$ cat config.mk
export PLATFORM = sky130hd
export DESIGN_NAME = dsi_sync_irq
export DESIGN_NICKNAME = d
export VERILOG_FILES = /design/src/dsi_pkg.sv /design/src/dsi_sync_if.sv /design/src/dsi_sync_front.sv /design/src/dsi_sync_irq.sv
export SDC_FILE = /design/constraint.sdc
export NUM_CORES = 1
export LEC_CHECK = 0
export ABC_CLOCK_PERIOD_IN_PS = 1500
export BUFFER_PORTS_ARGS = -buffer_cell sky130_fd_sc_hd__buf_2
export CORE_MARGIN = 5
export CORE_UTILIZATION = 50
export DETAILED_ROUTE_END_ITERATION = 10
export HOLD_SLACK_MARGIN = 0.05
export PLACE_DENSITY = 0.77
export SETUP_SLACK_MARGIN = 0.05
export SLEW_MARGIN = 20
export SYNTH_ARGS = -nofsm -noshare
export SYNTH_HDL_FRONTEND = slang
export SYNTH_SLANG_ARGS = --single-unit
$ cat constraint.sdc
create_clock -name clk -period 1.5 [get_ports clk]
set_input_delay 0.15 -clock clk [delete_from_list [all_inputs] [get_ports clk]]
set_output_delay 0.15 -clock clk [all_outputs]
set_load 0.01 [all_outputs]
$ cat src/dsi_pkg.sv
`default_nettype none
package dsi_pkg;
    // Special function register addresses
    localparam logic [7:0] SYNC_IRQ_ADDR  = 8'hC8;
    localparam logic [7:0] SLICE_CTL_ADDR = 8'hCE;
    // Sync register field positions
    localparam int HS_FLAG_BIT  = 0;
    localparam int HS_EN_BIT    = 1;
    localparam int VS_FLAG_BIT  = 2;
    localparam int VS_EN_BIT    = 3;
    localparam int PCLK_BIT     = 4;
    localparam int HS_LVL_BIT   = 5;
    localparam int VS_LVL_BIT   = 6;
    // Slicer control field positions
    localparam int LOW_CODE_LSB  = 0;
    localparam int LOW_HYST_BIT  = 2;
    localparam int HIGH_CODE_LSB = 4;
    localparam int HIGH_HYST_BIT = 6;
    // Writable bits of the slicer register; bits 3 and 7 read zero
    localparam logic [7:0] SLICE_WMASK = 8'h77;
    localparam logic [7:0] SYNC_RESET  = 8'h00;
    localparam logic [7:0] SLICE_RESET = 8'h00;
    // Sandcastle digital filter length in clocks
    localparam int SC_FILTER_LEN = 4;
endpackage
`default_nettype wire

$ cat src/dsi_sync_if.sv
`timescale 1ns/1ps
`default_nettype none
// Synchronised sync levels and their rising edges
interface dsi_sync_if;
    logic hsLevel;
    logic vsLevel;
    logic hsRise;
    logic vsRise;
    modport src (output hsLevel, output vsLevel, output hsRise, output vsRise);
    modport dst (input hsLevel, input vsLevel, input hsRise, input vsRise);
endinterface
`default_nettype wire

$ cat src/dsi_sync_front.sv
`timescale 1ns/1ps
`default_nettype none
// Synchroniser, sandcastle filter/decoder and edge detection
module dsi_sync_front
    import dsi_pkg::*;
#(
    parameter int FILTER_LEN = SC_FILTER_LEN
) (
    // Clock and reset
    input  wire logic clk,
    input  wire logic resetn,
    // Sync sources
    input  wire logic combinedSyncPin,
    input  wire logic scLowSliced,
    input  wire logic scHighSliced,
    input  wire logic verticalSyncIn,
    input  wire logic combinedSyncSelect,
    // Results
    dsi_sync_if.src   sync
);
    localparam int CW = $clog2(FILTER_LEN + 1);

    logic [1:0] pinMeta;
    logic [1:0] pinSync;
    logic [1:0] scMeta;
    logic [1:0] scSync;
    logic [1:0] scFilt;
    logic [CW-1:0] lowCnt;
    logic [CW-1:0] highCnt;
    logic hsPrev;
    logic vsPrev;
    logic decHs;
    logic decVs;
    wire  lowStable  = lowCnt == CW'(FILTER_LEN);
    wire  highStable = highCnt == CW'(FILTER_LEN);

    // Two-stage synchronisers for pins and slicer outputs
    always_ff @(posedge clk or negedge resetn) begin
        if (!resetn) begin
            pinMeta <= 2'h0;
            pinSync <= 2'h0;
            scMeta  <= 2'h0;
            scSync  <= 2'h0;
        end else begin
            pinMeta <= {verticalSyncIn, combinedSyncPin};
            pinSync <= pinMeta;
            scMeta  <= {scHighSliced, scLowSliced};
            scSync  <= scMeta;
        end
    end

    // Digital filter: level must hold FILTER_LEN+1 clocks to pass spikes out
    always_ff @(posedge clk or negedge resetn) begin
        if (!resetn) begin
            lowCnt  <= '0;
            highCnt <= '0;
            scFilt  <= 2'h0;
        end else begin
            lowCnt  <= (scSync[0] == scFilt[0]) ? '0
                     : (lowStable ? '0 : lowCnt + CW'(1));
            highCnt <= (scSync[1] == scFilt[1]) ? '0
                     : (highStable ? '0 : highCnt + CW'(1));
            if (lowStable)
                scFilt[0] <= scSync[0];
            if (highStable)
                scFilt[1] <= scSync[1];
        end
    end

    // Above low slice only: horizontal; above high slice: vertical
    assign decHs = scFilt[0] & ~scFilt[1];
    assign decVs = scFilt[1];

    // Source select between sandcastle and separate pins
    assign sync.hsLevel = combinedSyncSelect ? decHs : pinSync[0];
    assign sync.vsLevel = combinedSyncSelect ? decVs : pinSync[1];

    always_ff @(posedge clk or negedge resetn) begin
        if (!resetn) begin
            hsPrev <= 1'b0;
            vsPrev <= 1'b0;
        end else begin
            hsPrev <= sync.hsLevel;
            vsPrev <= sync.vsLevel;
        end
    end

    // One pulse per rising edge
    assign sync.hsRise = sync.hsLevel & ~hsPrev;
    assign sync.vsRise = sync.vsLevel & ~vsPrev;
endmodule
`default_nettype wire

$ cat src/dsi_sync_irq.sv
`timescale 1ns/1ps
`default_nettype none
// Summary of operation
// HS rising edge sets sticky HS flag
// HS request forwarded only when enabled
// VS rising edge sets sticky VS flag
// VS request forwarded only when enabled
// Pixel clock level readable in status
// Decoded HS level readable in status
// VS status follows selected sync source
// Software writes zero to sync bit 7
// Two-bit code sets lower slice threshold
// Bit selects lower threshold hysteresis
// Two-bit code sets upper slice threshold
// Bit selects upper threshold hysteresis
// Software keeps slicer bits 3,7 zero
// Sliced sandcastle digitally filtered
// Select bit picks sandcastle or pins
// Inputs synchronised before edge detection
module dsi_sync_irq
    import dsi_pkg::*;
#(
    parameter int FILTER_LEN = SC_FILTER_LEN
) (
    // Clock and reset
    input  wire logic       clk,
    input  wire logic       resetn,
    // Special function register port
    input  wire logic [7:0] sfrAddr,
    input  wire logic       sfrWrite,
    input  wire logic       sfrRead,
    input  wire logic [7:0] sfrWdata,
    output logic      [7:0] sfrRdata,
    output logic            sfrHit,
    // Sync inputs
    input  wire logic       combinedSyncPin,
    input  wire logic       verticalSyncIn,
    input  wire logic       scLowSliced,
    input  wire logic       scHighSliced,
    input  wire logic       combinedSyncSelect,
    input  wire logic       pixelClock,
    // Slicer settings to analog front end
    output logic      [1:0] lowSliceLevelCode,
    output logic            lowSliceHysteresis,
    output logic      [1:0] highSliceLevelCode,
    output logic            highSliceHysteresis,
    // Interrupt requests to processor
    output logic            hsyncIrq,
    output logic            vsyncIrq
);
    import dsi_pkg::*;

    dsi_sync_if syncBus ();

    logic       hsyncIrqFlag;
    logic       hsyncIrqEnable;
    logic       vsyncIrqFlag;
    logic       vsyncIrqEnable;
    logic [7:0] sliceCtl;
    logic [7:0] next_rdata;

    wire selSync  = sfrAddr == SYNC_IRQ_ADDR;
    wire selSlice = sfrAddr == SLICE_CTL_ADDR;
    wire wrSync   = sfrWrite & selSync;
    wire wrSlice  = sfrWrite & selSlice;

    dsi_sync_front #(
        .FILTER_LEN (FILTER_LEN)
    ) front (
        .clk                (clk),
        .resetn             (resetn),
        .combinedSyncPin    (combinedSyncPin),
        .scLowSliced        (scLowSliced),
        .scHighSliced       (scHighSliced),
        .verticalSyncIn     (verticalSyncIn),
        .combinedSyncSelect (combinedSyncSelect),
        .sync               (syncBus)
    );

    // Sticky flags; an edge in the clearing write cycle wins
    always_ff @(posedge clk or negedge resetn) begin
        if (!resetn) begin
            hsyncIrqFlag <= SYNC_RESET[HS_FLAG_BIT];
            vsyncIrqFlag <= SYNC_RESET[VS_FLAG_BIT];
        end else begin
            if (syncBus.hsRise)
                hsyncIrqFlag <= 1'b1;
            else if (wrSync)
                hsyncIrqFlag <= sfrWdata[HS_FLAG_BIT];
            if (syncBus.vsRise)
                vsyncIrqFlag <= 1'b1;
            else if (wrSync)
                vsyncIrqFlag <= sfrWdata[VS_FLAG_BIT];
        end
    end

    // Enables and slicer control; bit 7 of sync and 3/7 of slicer ignored
    always_ff @(posedge clk or negedge resetn) begin
        if (!resetn) begin
            hsyncIrqEnable <= SYNC_RESET[HS_EN_BIT];
            vsyncIrqEnable <= SYNC_RESET[VS_EN_BIT];
            sliceCtl       <= SLICE_RESET;
        end else begin
            if (wrSync) begin
                hsyncIrqEnable <= sfrWdata[HS_EN_BIT];
                vsyncIrqEnable <= sfrWdata[VS_EN_BIT];
            end
            if (wrSlice)
                sliceCtl <= sfrWdata & SLICE_WMASK;
        end
    end

    // Slicer fields drive the analog thresholds
    assign lowSliceLevelCode   = sliceCtl[LOW_CODE_LSB +: 2];
    assign lowSliceHysteresis  = sliceCtl[LOW_HYST_BIT];
    assign highSliceLevelCode  = sliceCtl[HIGH_CODE_LSB +: 2];
    assign highSliceHysteresis = sliceCtl[HIGH_HYST_BIT];

    // Gated requests
    assign hsyncIrq = hsyncIrqFlag & hsyncIrqEnable;
    assign vsyncIrq = vsyncIrqFlag & vsyncIrqEnable;

    // Read mux; live levels sampled at read; bit 7 reads zero
    always_comb begin
        next_rdata = 8'h00;
        if (selSync) begin
            next_rdata[HS_FLAG_BIT] = hsyncIrqFlag;
            next_rdata[HS_EN_BIT]   = hsyncIrqEnable;
            next_rdata[VS_FLAG_BIT] = vsyncIrqFlag;
            next_rdata[VS_EN_BIT]   = vsyncIrqEnable;
            next_rdata[PCLK_BIT]    = pixelClock;
            next_rdata[HS_LVL_BIT]  = syncBus.hsLevel;
            next_rdata[VS_LVL_BIT]  = syncBus.vsLevel;
        end else if (selSlice) begin
            next_rdata = sliceCtl;
        end
    end

    // Registered read data, updated on read strobe
    always_ff @(posedge clk or negedge resetn) begin
        if (!resetn)
            sfrRdata <= 8'h00;
        else if (sfrRead)
            sfrRdata <= next_rdata;
    end

    assign sfrHit = selSync | selSlice;
endmodule
`default_nettype wire

==> Word-level counts from Yosys, hierarchy flattened <==
Index checks and enable logic that the tools add are counted.
{ "word_totals": {"word_cells": 50, "regBits": 36} }
{ "classes": {"n_mux": 13, "n_addsub": 2, "n_eq_ne": 6, "reduce_logical": 2, "n_bitwise": 11} }
{ "op_table": {"columns": ["operator", "count"], "rows": [
  ["8-bit == test (second input constant)", 2],
  ["7-bit 2-to-1 mux", 2],
  ["3-bit 2-to-1 mux", 4],
  ["1-bit AND", 7],
  ["1-bit 2-to-1 mux", 7],
  ["3-bit by 1-bit adder with 3-bit output (second input constant)", 2],
  ["3-bit == test (second input constant)", 2],
  ["2-bit nonzero test", 2],
  ["1-bit inverter", 3],
  ["1-bit == test", 2],
  ["1-bit OR", 1]
]} }

==> Longest topological paths before layout <==
Gate-level depths: netlist of run 1.
{ "logic_depth": {"word_depth": 5, "ltp_mapped": 5, "mapped_depth_nobuf": 5} }

==> By module <==
A second synthesis of run 1 with hierarchy kept.
{ "unflattened": {"cells_unflattened": 109, "area_unflattened_um2": 1468.9} }
{ "by_module_without_submodules": {"columns": ["module", "seq_area_each_um2", "instances", "cells_per_inst", "area_per_inst_um2"], "rows": [
  ["dsi_sync_irq", 425.4, 1, 61, 795.8],
  ["dsi_sync_front", 450.4, 1, 48, 673.1]
]} }

==> Worst setup path before layout of run 1 <==
Ideal clock, no wire load.
{ "synth_path": {"kind": "input-to-reg", "start": "input sfrAddr[6]", "end": "register sfrRdata[0]", "stages": 4, "t_arrival_ns": 0.983, "setup_slack_ns": 0.391, "cell_sequence": "and4b_4 -> and3_1 -> buf_4 -> a221o_1"} }
{ "synth_via": {"elab_chain_cells": 3, "word_cells_on_any_way": 4} }
{ "synth_lines": {"columns": ["element", "line", "rtl"], "rows": [
  ["from (decl)", "dsi_sync_irq.sv:29", "input wire logic [7:0] sfrAddr,"],
  ["8-bit == test", "dsi_sync_irq.sv:63", "wire selSlice = sfrAddr == SLICE_CTL_ADDR;"],
  ["7-bit 2-to-1 mux", "dsi_sync_irq.sv:134", "end else if (selSlice) begin"],
  ["7-bit 2-to-1 mux *", "dsi_sync_irq.sv:126", "if (selSync) begin"],
  ["to (signal assigned)", "dsi_sync_irq.sv:144", "sfrRdata <= next_rdata;"],
  ["to (decl)", "dsi_sync_irq.sv:33", "output logic [7:0] sfrRdata,"]
]} }
Mark *: on every way between the ends. The rest lies on a longest branch, timed or not.
A chain may end at the register's enable or synchronous reset.

==> Worst setup path in the final report of run 1 <==
{ "layout_path": {"start": "register hsyncIrqFlag", "end": "output hsyncIrq"} }
{ "layout_via": {"elab_chain_cells": 1} }
{ "layout_lines": {"columns": ["element", "line", "rtl"], "rows": [
  ["from (decl)", "dsi_sync_irq.sv:55", "logic hsyncIrqFlag;"],
  ["from (signal assigned)", "dsi_sync_irq.sv:83", "hsyncIrqFlag <= SYNC_RESET[HS_FLAG_BIT];"],
  ["from (signal assigned)", "dsi_sync_irq.sv:89", "hsyncIrqFlag <= sfrWdata[HS_FLAG_BIT];"],
  ["1-bit AND", "dsi_sync_irq.sv:120", "assign hsyncIrq = hsyncIrqFlag & hsyncIrqEnable;"],
  ["to (decl)", "dsi_sync_irq.sv:48", "output logic hsyncIrq,"]
]} }
Every way passes these cells.

==> results.tsv, run 1 <==
stage	metric	value	unit
status	outcome	finished, final reports clean	
grt	initial antenna violation count	0	
die	cell row count	19	
run	max_cap viols	0	
cells_and_area	Ant. Diodes	0	
synthesis	most frequent cells after synthesis	dfrtp_1 (35), mux2_2 (11), inv_1 (8)	
clocking	post-CTS setup buffer count	0	
die	I/O Pins	43	
sta	min cycle time layout	1230	ps
cells_and_area	Area growth syn-to-layout	29.6	%
synthesis	Post-synth EDFFs	0	
drt	Initial DRT Pass Iterations	3	
drt	met2 WL	1550	microns
sta	Clock Skew	11.5	ps
cells_and_area	fin util	68.3	%
worst_setup_path	CP startpoint	hsyncIrqFlag	
synthesis	most common flop cell mapped by yosys	dfrtp_1	
synthesis	dominant cells by area after synthesis	dfrtp_1 (60%), mux2_2 (8.5%), a221o_1 (4.8%)	
die	die area	4110	sq um
worst_setup_path	Crit Reg-Reg Startpoint	front.lowCnt[0]	
drt	DR vias	1054	
worst_setup_path	crit-path cells	and2_1, buf_2	
sta	RSZ-0062 raised after global routing	no	
worst_setup_path	CP Data Required Time	1350	ps
synthesis	Post-Syn Area	1470	sq um
sta	crit share post-route	81.7	%
synthesis	Syn. warnings	0	
placed_design	HPWL Detailed	2190	microns
clocking	worst-case clock buffer depth	2	
worst_hold_path	min-delay src	sfrWdata[2]	
worst_setup_path	critical path's top delay family	flip-flops	
drt	drt wl/cell	15.5	microns
synthesis	share of the synthesized area in the top cell type	59.8	%
synthesis	Async S/R FF share, synth	100	%
synthesis	Syn Area/Cell	13.4	sq um
placed_design	Routability Congestion	0.726	
pwr	Tot Pwr	2.26	mW
die	Die Y	64.1	microns
worst_hold_path	Hold Path Class	input port to register	
clocking	CTS clock-pin slew for the worst setup and hold paths	110	ps
sta	setup TNS	0	ps
drt	met3 WL	177	microns
clocking	TritonCTS Buffers	5	
sta	final setup fails	0	
drt	highest metal used	met4	
drt	final wirelength	3090	microns
worst_setup_path	crit path kind	register to output port	
synthesis	Seq/Total Area, Yosys	59.8	%
pwr	Pwr Density	1190	nW/um^2
grt	gr usage total	15.7	%
drt	vias per cell	5.30	
pwr	Pleak	0.983	nW
synthesis	Yosys top cell by area	dfrtp_1	
grt	vias in the first global route	1126	
worst_setup_path	element type at the critical path end	output port	
worst_setup_path	critical path launch point type	register	
synthesis	count leader, synth	dfrtp_1	
worst_setup_path	Data arrival, critical path	1080	ps
drt	Starting DRT DRC Count	36	
clocking	CTS tree	built	
drt	DRC viols	0	
placed_design	number of port buffers	40	
sta	final slew viol count	0	
die	Die W	64.1	microns
sta	Hold Vio Cnt, Final	0	
worst_setup_path	CP bufs+invs	1	
synthesis	Seq cells post-synth	35	
cells_and_area	Nets	197	
clocking	CTS HTree Levels	2	
drt	wl on met1	1320	microns
grt	GRT overflow	0	
pwr	worst vdd ir	972	uV
grt	largest net degree at the start of global routing	21	
worst_setup_path	slowest library cell on the worst path	dfrtp_1	
clocking	clk root buf	clkbuf_4	
clocking	Skew-Pair Late Insertion Delay	340	ps
drt	Final ANT Viol Nets	0	
worst_setup_path	CP Max Fanout	3	
die	Core ar.	2780	sq um
worst_setup_path	largest stage delay on the critical path	430	ps
synthesis	syn_nets	139	
grt	global-route wire length before repair	4890	microns
die	Initial Utilization	52.7	%
synthesis	synth unique cells	27	
synthesis	Mapped Cells	109	
clocking	CTS Sinks	35	
cells_and_area	share of layout cells above drive strength 1	39.3	%
sta	FMAX	816	MHz
## final cells by class
type	count	area [sq um]
clock inverter	2	35.0
clock buffer	6	51.3
tap	31	38.8
multi-input combinational	63	533
fill	222	882
sequential	35	876
timing repair buffer	54	335
inverter	8	30.0
## registers in the layout, summed over array words and instances (netlist names), 2 cells and up
| register | count |
|---|---|
| sfrRdata | 7 |
| sliceCtl | 6 |
| front.highCnt | 3 |
| front.lowCnt | 3 |
| front.pinMeta | 2 |
| front.pinSync | 2 |
| front.scFilt | 2 |
| front.scMeta | 2 |
| front.scSync | 2 |
## report_power, final
group          total (mW)  internal, mW  switching [mW]
registers            1.13          1.06          0.0762
clock network       0.718         0.394           0.324
logic               0.406         0.210           0.196
total                2.26          1.66           0.596
## path summary, 6_finish.rpt
path | end | slack, ps | depth (start not counted)
worst min-delay path | sliceCtl[2] | 70 | 2
worst min register to register | front.scSync[1] | 360 | 0
worst max register to register | front.scFilt[0] | 310 | 4
max in group asynchronous | sfrRdata[3] | 730 | 3
worst max-delay path | hsyncIrq | 270 | 2
min in group asynchronous | sfrRdata[6] | 270 | 2
## metal layers
layer	track usage (%)	up-vias
li1	-	493
met1	17.3	528
met2	26.3	29
met3	6.65	4
met4	7.12	0
met5	0	-
## layout by cell type (no fill, tap or decap), types with 2 or more instances in the layout
cell	synthesis	routed
a221o_1	7	7
xnor2_1	3	3
buf_4	2	2
nand2_1	3	3
clkbuf_4	0	5
mux2_2	11	11
nor2b_1	7	7
inv_1	8	8
a21oi_1	3	3
mux2i_1	3	3
dfrtp_1	35	35
buf_2	0	40
nand3_2	2	2
dlygate4sd3_1	0	12
ha_1	4	4
and2_1	4	4
nor2_1	4	4
## per-stage QoR
stage,instance area (sq um),setup WS [ps],std cells,hold WS (ps)
final,1900,274,199,72.7
after floorplan,1470,391,109,-146
after global routing,1900,239,199,54.1
after detailed placement,1690,128,179,116
after global placement,1690,241,179,111
after CTS,1900,271,199,61.7
## timing repair
item	CTS	global route
hold endpoints to repair	30	0
gates resized for setup	0	0
hold buffers	12	0
## kinds of logic (layout without fill, tap and decap cells)
| family | after synthesis | in the layout | share of synthesized area, % |
|---|---|---|---|
| xor+xnor | 3 | 3 | 1.79 |
| mux | 14 | 14 | 10.5 |
| fa+ha+maj | 4 | 4 | 3.42 |
| compound gates | 12 | 12 | 6.75 |
| buf+inv | 11 | 70 | 3.84 |
| flops | 35 | 35 | 59.8 |
| other cells | 1 | 1 | 0.256 |
| simple gates | 29 | 29 | 13.7 |
No activity file was read; power rests on OpenSTA's default activity.
==> run 2, diff against run 1 <==
--- a/config.mk
+++ b/config.mk
@@ -5,7 +5,7 @@
 export SDC_FILE = /design/constraint.sdc
 export NUM_CORES = 1
 export LEC_CHECK = 0
-export ABC_CLOCK_PERIOD_IN_PS = 1500
+export ABC_CLOCK_PERIOD_IN_PS = 1200
 export BUFFER_PORTS_ARGS = -buffer_cell sky130_fd_sc_hd__buf_2
 export CORE_MARGIN = 5
 export CORE_UTILIZATION = 50
==> constraint.sdc (replaced) <==
create_clock -name clk -period 1.2 [get_ports clk]
set_input_delay 0.12 -clock clk [delete_from_list [all_inputs] [get_ports clk]]
set_output_delay 0.12 -clock clk [all_outputs]
set_load 0.01 [all_outputs]
==> run 2 against run 1 <==
Against the previous run:
- sequential power is 25% higher
- power is 22% higher
- wire length is 1.1% lower
- clock skew is 11 ps higher
- via count is 2.1% higher
- cell count is 4.0% higher
- flip-flop and latch count stayed put
- worst hold slack better by 36 ps
- clock power hardly changed
- critical path depth stayed put
- largest cell class unchanged
- highest routed layer unchanged
==> results.tsv, run 2 (synthesized netlist as in run 1, its figures left out) <==
stage	metric	value	unit
drt	wl on met1	1240	microns
pwr	worst vdd ir	1270	uV
placed_design	HPWL Detailed	2170	microns
sta	final setup fails	0	
die	Die Y	64.1	microns
placed_design	Routability Congestion	0.723	
die	Die W	64.1	microns
drt	DRC viols	0	
worst_setup_path	Data arrival, critical path	1030	ps
clocking	CTS clock-pin slew for the worst setup and hold paths	110	ps
worst_setup_path	CP startpoint	hsyncIrqFlag	
cells_and_area	Area growth syn-to-layout	33.8	%
worst_setup_path	FF-to-FF End	front.scFilt[0]	
sta	min cycle time layout	1150	ps
drt	met3 WL	210	microns
pwr	Pwr Density	1400	nW/um^2
worst_setup_path	Worst Setup EP	hsyncIrq	
die	I/O Pins	43	
sta	Clock Skew	22.2	ps
sta	setup TNS	0	ps
clocking	worst-case clock buffer depth	2	
grt	largest net degree at the start of global routing	21	
drt	highest metal used	met4	
worst_setup_path	CP Max Fanout	2	
clocking	CTS tree	built	
placed_design	placed instance count	179	
grt	global-route wire length before repair	5150	microns
die	die area	4110	sq um
cells_and_area	Top reg by flops	sfrRdata	
cells_and_area	most frequent cells in the layout	buf_2 (40), dfrtp_1 (35), dlygate4sd3_1 (14)	
status	outcome	finished, final reports clean	
worst_setup_path	R2R setup slack	90	ps
worst_setup_path	CP Data Required Time	1080	ps
cells_and_area	commonest non-fill, non-tap cell in the layout	buf_2	
clocking	clk root buf	clkbuf_4	
sta	crit share post-route	96.2	%
sta	FMAX	866	MHz
drt	met2 WL	1550	microns
grt	gr usage total	16.3	%
drt	vias per cell	5.20	
clocking	CTS Sinks	35	
worst_hold_path	Hold Path Class	input port to register	
grt	GRT overflow	0	
worst_setup_path	Crit Reg-Reg Startpoint	front.lowCnt[0]	
cells_and_area	share of layout cells above drive strength 1	42.6	%
run	max_cap viols	0	
sta	final slew viol count	0	
grt	initial antenna violation count	0	
clocking	Skew-Pair Late Insertion Delay	340	ps
placed_design	DP Area	1690	sq um
worst_setup_path	element type at the critical path end	output port	
cells_and_area	Filler Cell Count	196	
drt	Starting DRT DRC Count	24	
drt	final wirelength	3060	microns
worst_setup_path	critical path launch point type	register	
worst_setup_path	R2R cell count	4	
grt	vias in the first global route	1126	
cells_and_area	Largest register FFs	7	
drt	Initial DRT Pass Iterations	4	
die	Core ar.	2780	sq um
drt	drt wl/cell	14.8	microns
cells_and_area	biggest regs	sfrRdata (7), sliceCtl (6)	
drt	Final ANT Viol Nets	0	
cells_and_area	fin util	70.5	%
clocking	TritonCTS Buffers	5	
worst_setup_path	crit path kind	register to output port	
sta	Hold Vio Cnt, Final	0	
drt	DR vias	1076	
cells_and_area	Ant. Diodes	0	
cells_and_area	post-route cell area	1960	sq um
die	Initial Utilization	52.7	%
placed_design	number of port buffers	40	
pwr	Pleak	1.01	nW
die	cell row count	19	
cells_and_area	Nets	205	
sta	hold_ws	109	ps
cells_and_area	Final Non-Filler Cells	207	
sta	RSZ-0062 raised after global routing	yes	
clocking	CTS HTree Levels	2	
## run 2: worst max-delay path: stages, from the launching register on
cell and delay [ps]:
dfrtp_1 410, and2_1 150, buf_2 130
## run 2: how the worst min path moves through the flow
stage                             from                to  slack, ps  cells after the start
detailed placement              resetn   front.scSync[1]         80                      1
global route        combinedSyncSelect      front.vsPrev         90                      2
floorplan                       resetn  front.highCnt[0]       -180                      0
finish              combinedSyncSelect      front.vsPrev        110                      2
global placement                resetn   front.scMeta[1]         80                      1
CTS                        sfrWdata[2]       sliceCtl[2]         50                      2
## run 2: report_power, final
part	internal (mW)	switching, mW	leakage, nW
combinational	0.338	0.281	0.522
sequential	1.32	0.0855	0.448
clock	0.345	0.377	0.0386
## run 2: per-layer routing
layer	global-route usage, %	vias to the layer above
li1	-	509
met1	19.2	523
met2	25.8	40
met3	6.65	4
met4	7.63	0
met5	0	-
## run 2: metrics by stage
stage                     total power [mW]  worst slack, ps
final                                 2.75             45.4
after global routing                  2.93             6.76
after global placement                1.87            -20.9
after floorplan                       1.74              105
after CTS                             2.69             39.0
after detailed placement              1.92            -86.4
## run 2: repair_timing
| item | 4_1_cts | 5_1_grt |
|---|---|---|
| resized for setup | 1 | 5 |
| hold buffers | 13 | 1 |
| pin swaps | 1 | 3 |
| setup buffers | 3 | 3 |
| endpoints found under the hold margin | 31 | 1 |
| setup endpoints to repair | 4 | 7 |
## run 2: cell type report
| type | count | area, sq um | area share, % |
|---|---|---|---|
| Sequential cell | 35 | 876 | 44.7 |
| Inverter | 8 | 30.0 | 1.53 |
| Clock buffer | 8 | 68.8 | 3.51 |
| Tap cell | 31 | 38.8 | 1.98 |
| Multi-Input combinational cell | 63 | 547 | 27.9 |
| Timing Repair Buffer | 62 | 400 | 20.4 |
